[src/logic/lsc_pkg.sv]
// Shared constants, types and helpers for the regulator state-control block
package lsc_pkg;

    localparam logic [7:0] LSC_CORE_ADDR = 8'h41;
    localparam logic [7:0] LSC_PANEL_ADDR = 8'h46;
    localparam logic [7:0] LSC_CORE_RST = 8'h07;
    localparam logic [7:0] LSC_PANEL_RST = 8'h24;
    localparam logic [7:0] LSC_WR_MASK = 8'h3f;
    localparam logic [7:0] LSC_RD_NONE = 8'h00;
    localparam int LSC_STATE_LSB = 0;
    localparam int LSC_STATE_MSB = 2;
    localparam int LSC_EXIT_LSB = 3;
    localparam int LSC_EXIT_MSB = 5;
    localparam logic [2:0] LSC_CODE_OFF = 3'h4;
    localparam logic [2:0] LSC_CODE_LOW = 3'h5;

    typedef enum logic [1:0] {
        LSC_MODE_OFF,
        LSC_MODE_LOW,
        LSC_MODE_ACTIVE
    } lsc_mode_t;

    // Codes 0 to 3 are reserved; they drive the regulator off as the safe choice
    function automatic lsc_mode_t lsc_decode(input logic [2:0] code);
        lsc_mode_t m;
        m = LSC_MODE_OFF;
        if (code == LSC_CODE_LOW) begin
            m = LSC_MODE_LOW;
        end else if (code[2] && code[1]) begin
            m = LSC_MODE_ACTIVE;
        end
        return m;
    endfunction

    // Exit codes 4 to 7 are real states; 0 to 3 mean do not copy
    function automatic logic lsc_code_valid(input logic [2:0] code);
        return code[2];
    endfunction

endpackage

[src/logic/lsc_state_ctrl.sv]
// Panel and core regulator state-control registers with standby-exit copy
`timescale 1ns/1ns
`default_nettype none

module lsc_state_ctrl
    import lsc_pkg::*;
(
    input wire logic clk,
    input wire logic resetn,
    input wire logic reg_wr_en,
    input wire logic reg_rd_en,
    input wire logic [7:0] reg_addr,
    input wire logic [7:0] reg_wdata,
    output logic [7:0] reg_rdata,
    input wire logic standby_exit_pin,
    input wire logic panel_oc_raw,
    input wire logic panel_uv_raw,
    input wire logic core_oc_raw,
    input wire logic core_uv_raw,
    output lsc_mode_t panel_mode,
    output logic panel_discharge_en,
    output logic panel_oc_event,
    output logic panel_uv_event,
    output lsc_mode_t core_mode,
    output logic core_discharge_en,
    output logic core_oc_event,
    output logic core_uv_event
);

    typedef struct packed {
        logic [7:0] panel_ctrl;
        logic [7:0] core_ctrl;
        logic [7:0] rdata;
        logic exit_prev;
    } lsc_st_t;

    lsc_st_t st_q;
    lsc_st_t st_d;
    logic exit_rise;
    logic panel_wr;
    logic core_wr;

    // The exit copy uses the exit field as it stood before a same-cycle write,
    // and then overrides only the state field of that write.
    function automatic logic [7:0] lsc_next(input logic [7:0] cur, input logic wr,
                                            input logic [7:0] wdata, input logic exit);
        logic [7:0] v;
        v = cur;
        if (wr) begin
            v = wdata & LSC_WR_MASK;
        end
        if (exit && lsc_code_valid(cur[LSC_EXIT_MSB:LSC_EXIT_LSB])) begin
            v[LSC_STATE_MSB:LSC_STATE_LSB] = cur[LSC_EXIT_MSB:LSC_EXIT_LSB];
        end
        return v;
    endfunction

    // One copy per assertion of the pin, not one per cycle it stays high
    assign exit_rise = standby_exit_pin && !st_q.exit_prev;
    assign panel_wr = reg_wr_en && (reg_addr == LSC_PANEL_ADDR);
    assign core_wr = reg_wr_en && (reg_addr == LSC_CORE_ADDR);

    always_comb begin
        st_d = st_q;
        st_d.exit_prev = standby_exit_pin;
        // Each register only sees its own write strobe
        st_d.panel_ctrl = lsc_next(st_q.panel_ctrl, panel_wr, reg_wdata, exit_rise);
        st_d.core_ctrl = lsc_next(st_q.core_ctrl, core_wr, reg_wdata, exit_rise);
        if (reg_rd_en) begin
            case (reg_addr)
                LSC_PANEL_ADDR: st_d.rdata = st_q.panel_ctrl;
                LSC_CORE_ADDR: st_d.rdata = st_q.core_ctrl;
                default: st_d.rdata = LSC_RD_NONE;
            endcase
        end
    end

    always_ff @(posedge clk) begin
        if (!resetn) begin
            st_q <= '{panel_ctrl: LSC_PANEL_RST, core_ctrl: LSC_CORE_RST,
                      rdata: LSC_RD_NONE, exit_prev: 1'b0};
        end else begin
            st_q <= st_d;
        end
    end

    assign reg_rdata = st_q.rdata;

    lsc_chan u_panel (
        .clk(clk),
        .resetn(resetn),
        .state_code(st_q.panel_ctrl[LSC_STATE_MSB:LSC_STATE_LSB]),
        .oc_raw(panel_oc_raw),
        .uv_raw(panel_uv_raw),
        .mode(panel_mode),
        .discharge_en(panel_discharge_en),
        .oc_event(panel_oc_event),
        .uv_event(panel_uv_event)
    );

    lsc_chan u_core (
        .clk(clk),
        .resetn(resetn),
        .state_code(st_q.core_ctrl[LSC_STATE_MSB:LSC_STATE_LSB]),
        .oc_raw(core_oc_raw),
        .uv_raw(core_uv_raw),
        .mode(core_mode),
        .discharge_en(core_discharge_en),
        .oc_event(core_oc_event),
        .uv_event(core_uv_event)
    );
endmodule

`default_nettype wire

[src/logic/lsc_chan.sv]
// One regulator channel: mode decode, output discharge and fault events
`timescale 1ns/1ns
`default_nettype none

module lsc_chan
    import lsc_pkg::*;
(
    input wire logic clk,
    input wire logic resetn,
    input wire logic [2:0] state_code,
    input wire logic oc_raw,
    input wire logic uv_raw,
    output lsc_mode_t mode,
    output logic discharge_en,
    output logic oc_event,
    output logic uv_event
);

    typedef struct packed {
        lsc_mode_t mode;
        logic dis;
        logic oc_prev;
        logic uv_prev;
        logic oc_evt;
        logic uv_evt;
    } lsc_chan_st_t;

    lsc_chan_st_t st_q;
    lsc_chan_st_t st_d;

    always_comb begin
        st_d = st_q;
        st_d.mode = lsc_decode(state_code);
        st_d.dis = (lsc_decode(state_code) == LSC_MODE_OFF);
        st_d.oc_prev = oc_raw;
        st_d.uv_prev = uv_raw;
        // Faults on a regulator that is off are expected and not reported
        st_d.oc_evt = oc_raw && !st_q.oc_prev && (st_q.mode != LSC_MODE_OFF);
        st_d.uv_evt = uv_raw && !st_q.uv_prev && (st_q.mode != LSC_MODE_OFF);
    end

    always_ff @(posedge clk) begin
        if (!resetn) begin
            st_q <= '{mode: LSC_MODE_OFF, dis: 1'b1, oc_prev: 1'b0, uv_prev: 1'b0,
                      oc_evt: 1'b0, uv_evt: 1'b0};
        end else begin
            st_q <= st_d;
        end
    end

    assign mode = st_q.mode;
    assign discharge_en = st_q.dis;
    assign oc_event = st_q.oc_evt;
    assign uv_event = st_q.uv_evt;

endmodule

`default_nettype wire

[config.mk]
export PLATFORM = sky130hd
export DESIGN_NAME = lsc_state_ctrl
export DESIGN_NICKNAME = d
export VERILOG_FILES = /design/src/logic/lsc_pkg.sv /design/src/logic/lsc_state_ctrl.sv /design/src/logic/lsc_chan.sv
export SDC_FILE = /design/constraint.sdc
export NUM_CORES = 1
export LEC_CHECK = 0
export ABC_AREA = 1
export ABC_CLOCK_PERIOD_IN_PS = 3100
export BUFFER_PORTS_ARGS = -buffer_cell sky130_fd_sc_hd__buf_4
export CAP_MARGIN = 20
export CORE_MARGIN = 5
export CORE_UTILIZATION = 54
export DETAILED_ROUTE_END_ITERATION = 12
export MAX_ROUTING_LAYER = met4
export PLACE_DENSITY = 0.83
export SLEW_MARGIN = 40
export SYNTH_ARGS = -nofsm -noshare
export SYNTH_HDL_FRONTEND = slang
export SYNTH_SLANG_ARGS = --single-unit
[constraint.sdc]
create_clock -name clk -period 3.1 [get_ports clk]
set_clock_uncertainty 0.1 [all_clocks]
set_input_delay 0.62 -clock clk [delete_from_list [all_inputs] [get_ports clk]]
set_output_delay 0.62 -clock clk [all_outputs]
set_load 0.005 [all_outputs]
After elaboration in Yosys (flattened, before gate mapping)
Index checks and enable logic that the tools add are counted.
W data, S select, Z words.
{"block": "classes", "eq_ne": 4, "n_mux": 9, "reduce_logical": 26}
{"op": "$eq A8 B7 Y1 const B", "n": 2}
{"op": "$logic_and A1 B1 Y1", "n": 15}
{"op": "$mux W3", "n": 4}
{"op": "$pmux W6 S2", "n": 1}
{"op": "$mux W2", "n": 4}
{"op": "$reduce_bool A2 Y1", "n": 4}
{"op": "$eq A3 B3 Y1 const B", "n": 2}
{"op": "$logic_not A1 Y1", "n": 5}
{"op": "$logic_not A2 Y1", "n": 2}
{"block": "word_totals", "regBits": 35}

Longest topological paths before layout
{"block": "logic_depth", "word_depth": 4, "depth_mapped": 8, "mapped_depth_nobuf": 7}

By module
Synthesis repeated with hierarchy kept, for this count alone.
{"block": "hier_totals", "cells_unflattened": 209, "hier_area_um2": 1527.7}
{"mod": "lsc_state_ctrl", "instances": 1, "cells_each": 155, "area_each_um2": 1069.8}
{"mod": "lsc_chan", "instances": 2, "cells_each": 27, "area_each_um2": 229.0}

Least setup slack after synthesis
No wires, ideal clock.
{"block": "synth_timing", "path_type": "input-to-reg", "start": "input port reg_addr[7]", "end": "register st_q[10] in the netlist's numbering", "arrival_ns": 1.310, "required_time_ns": 2.878, "setup_slack_ns": 1.568, "path_stages": 7, "path_buffers": 1, "cell_sequence": "inv_1 nand2_1 nor2_2 buf_6 nand3_4 nand3_1 nand3b_1"}
{"block": "synth_between", "elab_chain_cells": 3}
{"item": "start: declaration", "line_no": "lsc_state_ctrl.sv:12", "text": "input wire logic [7:0] reg_addr,"}
{"item": "$eq A8 B7 Y1", "line_no": "lsc_state_ctrl.sv:61", "text": "assign core_wr = reg_wr_en && (reg_addr == LSC_CORE_ADDR);"}
{"item": "$logic_and A1 B1 Y1", "line_no": "lsc_state_ctrl.sv:61"}
{"item": "$reduce_bool A2 Y1 (no line)"}
{"item": "end signal: assignment", "line_no": "lsc_state_ctrl.sv:80", "text": "st_q <= '{panel_ctrl: LSC_PANEL_RST, core_ctrl: LSC_CORE_RST,"}
{"item": "end signal: assignment", "line_no": "lsc_state_ctrl.sv:83", "text": "st_q <= st_d;"}
{"item": "end: declaration", "line_no": "lsc_state_ctrl.sv:37", "text": "lsc_st_t st_q;"}
Every way passes these cells.
A chain may end at the register's enable or synchronous reset.

Worst setup path after layout
{"block": "layout_timing", "start": "input port reg_addr[7]", "end": "register st_q[18] in the netlist's numbering"}
{"block": "layout_between", "elab_chain_cells": 3}
{"item": "$eq A8 B7 Y1", "line_no": "lsc_state_ctrl.sv:60", "text": "assign panel_wr = reg_wr_en && (reg_addr == LSC_PANEL_ADDR);"}
{"item": "$logic_and A1 B1 Y1", "line_no": "lsc_state_ctrl.sv:60"}
{"item": "$reduce_bool A2 Y1 (no line)"}
Every way passes these cells.

==> summary.txt <==
Run status
  – Status: finished clean

Timing
  – Period utilisation layout: between 50% and 60%
  – Final setup vio count: 0
  – Maximum clock frequency: 590.2 MHz
  – Total negative slack: 0 ns
  – Final hold violations: 0
  – Final worst setup slack: approximately 1.4 ns
  – Slew margin rel.: 57.01%
  – Worst Max-Slew Pin Slew: 0.6442 ns
  – Crit path time final: 1.694 ns
  – RSZ-0062 raised after global routing: no
  – Pins Over Slew Limit: 0

Power and ir drop
  – Worst IR drop on VDD: 0.4372 mV
  – Switching pwr: 0.0001893 W
  – Clock power frac: 29.9%
  – Pwr Density: 428.5 nW/um^2
  – Combinational Power Share: a little under an eighth
  – Seq pwr share: 58.7%
  – P_leak: approximately 0.95 nW
  – Internal power: 0.0005661 W
  – Tot Pwr: around 0.00076 W
  – Sw Ratio: 25.06%

Clock network
  – Setup Fix Bufs, Post-CTS: 0
  – Max clock buf depth: 2
  – Hold buffers post-CTS: 0
  – Clock sink count: 33
  – Post-CTS sizing: 0
  – CTS root buf: clkbuf_4
  – CTS tree: yes
  – Total CTS buffers: 5
  – CTS clk-pin slew, worst paths: ~0.11 ns
  – CTS H-tree depth: 2
  – Skew-Pair Late Insertion Delay: between 0.3 and 0.4 ns

Final layout
  – Area growth from synthesis to layout: 17.61%
  – Fraction of layout cells with a size suffix above 1: between 20% and 30%
  – Layout Cells excl Fill: 262
  – Ant. Diodes: 0
  – Post-route cell area: about 1800 um^2
  – Nets: between 200 and 300

Route
  – Routed via count: 1258
  – WL per Instance: 10.95 um
  – Final routed DRC violation total: 0
  – Via/cell ratio: 4.802
  – Initial DRT Pass Iterations: 4
  – DR iter-0 viols: 35
  – Final ANT Viol Nets: 0
  – Drt total wl: 2.870 mm

Floorplanning
  – Die Ht: roughly 63 um
  – Die footprint: approximately 3900 um^2
  – Initial core utilization: 55.31%
  – Io pins: 43
  – Chip width: 62.69 um
  – # rows: 19
  – Placeable Area: 2710 um^2

Hold path
  – Hold path depth: 1
  – Hold EP: u_panel.oc_event
  – Worst Hold Class: reg2reg
  – Hold Crit Start: u_panel.st_q[3]

Worst setup path
  – R2R cell count: 4
  – CP arrival: 1.85 ns
  – Worst r2r src: st_q[22]
  – R2R setup slack: 1.85 ns
  – Crit Path Category: in2reg
  – CP Max Fanout: 11
  – Crit path capture type: register
  – Capturing point of the worst reg2reg path: st_q[18]
  – Type of origin of the critical path: input port
  – Launch point of the worst path: reg_addr[7]
  – Critical path required time: approximately 3.3 ns

Yosys
  – #FFs+latches synth: 33
  – Sequential fraction of the synthesis area: 44.07%
  – Netlist Area Pre-Place: 1499 um^2
  – Gate Count Post-Synth: 200
  – Synth warn: 0
  – Syn Area/Cell: 7.495 um^2
  – Yosys cell types: 26

Placed design
  – Dpl hpwl: 2.184 mm
  – RD Place Congestion: between 0.8 and 0.9
  – Cells after DPL: 254
  – IO Port Bufs: 38
  – Placed Instance Area: approximately 1700 um^2
  – Place WS: 1.086 ns

Global routing
  – Total Routing Usage GR: between 10% and 20%
  – Vias in the first global route: 1187
  – Largest net degree at the start of global routing: 19
  – Global-route wire length before repair: 4.761 mm
  – Grt ovf: 0
  – Initial antenna violation count: 0

Run
  – Max-cap viol count: 0
==> synth_stat cells (all sizes together) <==
cell type / n / area share (%)
a21oi: 3 / 1.0
buf: 15 / 7.4
clkbuf: 1 / 0.25
clkinv: 1 / 0.25
conb: 1 / 0.25
dfxtp: 33 / 44
inv: 28 / 7.0
nand2: 45 / 13
nand3: 19 / 8.0
nand3b: 3 / 1.5
nand4: 1 / 0.42
nor2: 34 / 11
nor3: 5 / 2.4
nor3b: 1 / 0.50
o21ai: 10 / 3.3
==> per-stage QoR <==
step | hold WS, ns | utilization (%)
after global placement | 0.2796 | 63.16
after floorplan | 0.2757 | -
after CTS | 0.2993 | 65.05
after global routing | 0.3119 | 65.05
final | 0.2976 | 65.05
after detailed placement | 0.2851 | 63.16
==> cell usage in the layout (no fill, tap or decap), drive strengths merged <==
master,Yosys,layout
clkinv,1,3
nor2,34,34
nand2,45,45
a21oi,3,3
nor3,5,5
nand3b,3,3
buf,15,38
o21ai,10,10
nand4,1,1
dfxtp,33,33
inv,28,28
nor3b,1,1
conb,1,2
clkbuf,1,6
nand3,19,19
==> layer usage <==
layer / track usage, % / up-vias / wire (um)
met3: 4.496 / 4 / 196
li1: - / 662 / -
met4: 5.570 / 0 / 21
met5: - / - / 0
met1: 16.17 / 561 / 1169
met2: 25.91 / 31 / 1483
==> logic make-up after synthesis <==
logic type | share of synthesized area (%)
compound gates | 4.340
buf+inv | 14.94
flops | 44.07
other cells | 0.2502
simple gates | 36.39
==> sequential cells by signal, indices dropped and copies added (netlist names) <==
register              flops
reg_rdata                 6
st_q                     13
u_core.discharge_en       1
u_core.mode               2
u_core.oc_event           1
u_core.st_q               2
u_core.uv_event           1
u_panel.discharge_en      1
u_panel.mode              2
u_panel.oc_event          1
u_panel.st_q              2
u_panel.uv_event          1
==> worst max-delay path by stage <==
stage | end | slack (ns) | cells after the start
after floorplan | st_q[10] | 1.57 | 7
after global placement | st_q[18] | 1.11 | 8
after detailed placement | st_q[18] | 1.09 | 8
after CTS | st_q[18] | 1.42 | 8
after global routing | st_q[18] | 1.30 | 8
final | st_q[18] | 1.41 | 8
==> power groups by stage <==
stage                     Sequential [W]  Clock [W]  Combinational [W]
after global routing            0.000445   0.000246          0.0000965
final                           0.000443   0.000226          0.0000864
after global placement          0.000453          0          0.0000847
after detailed placement        0.000454          0          0.0000864
after floorplan                 0.000452          0          0.0000526
after CTS                       0.000444   0.000229          0.0000868
==> critical path, cell delays in order <==
cell and delay, ns:
buf_4 0.10, inv_1 0.04, nand2_1 0.05, nor2_2 0.52, nand3_4 0.20, nand2_2 0.13, nand2_1 0.07, a21oi_1 0.11
==> layout make-up <==
type	count	area (um^2)
fillers	260	947.2
flip-flops and latches	33	660.6
multi-input cells	123	618.1
repair buffers	38	285.3
inverters	29	108.9
clock buffers	6	41.29
well taps	31	38.79
clock inverters	2	10.01
No activity file was read; power rests on OpenSTA's default activity.
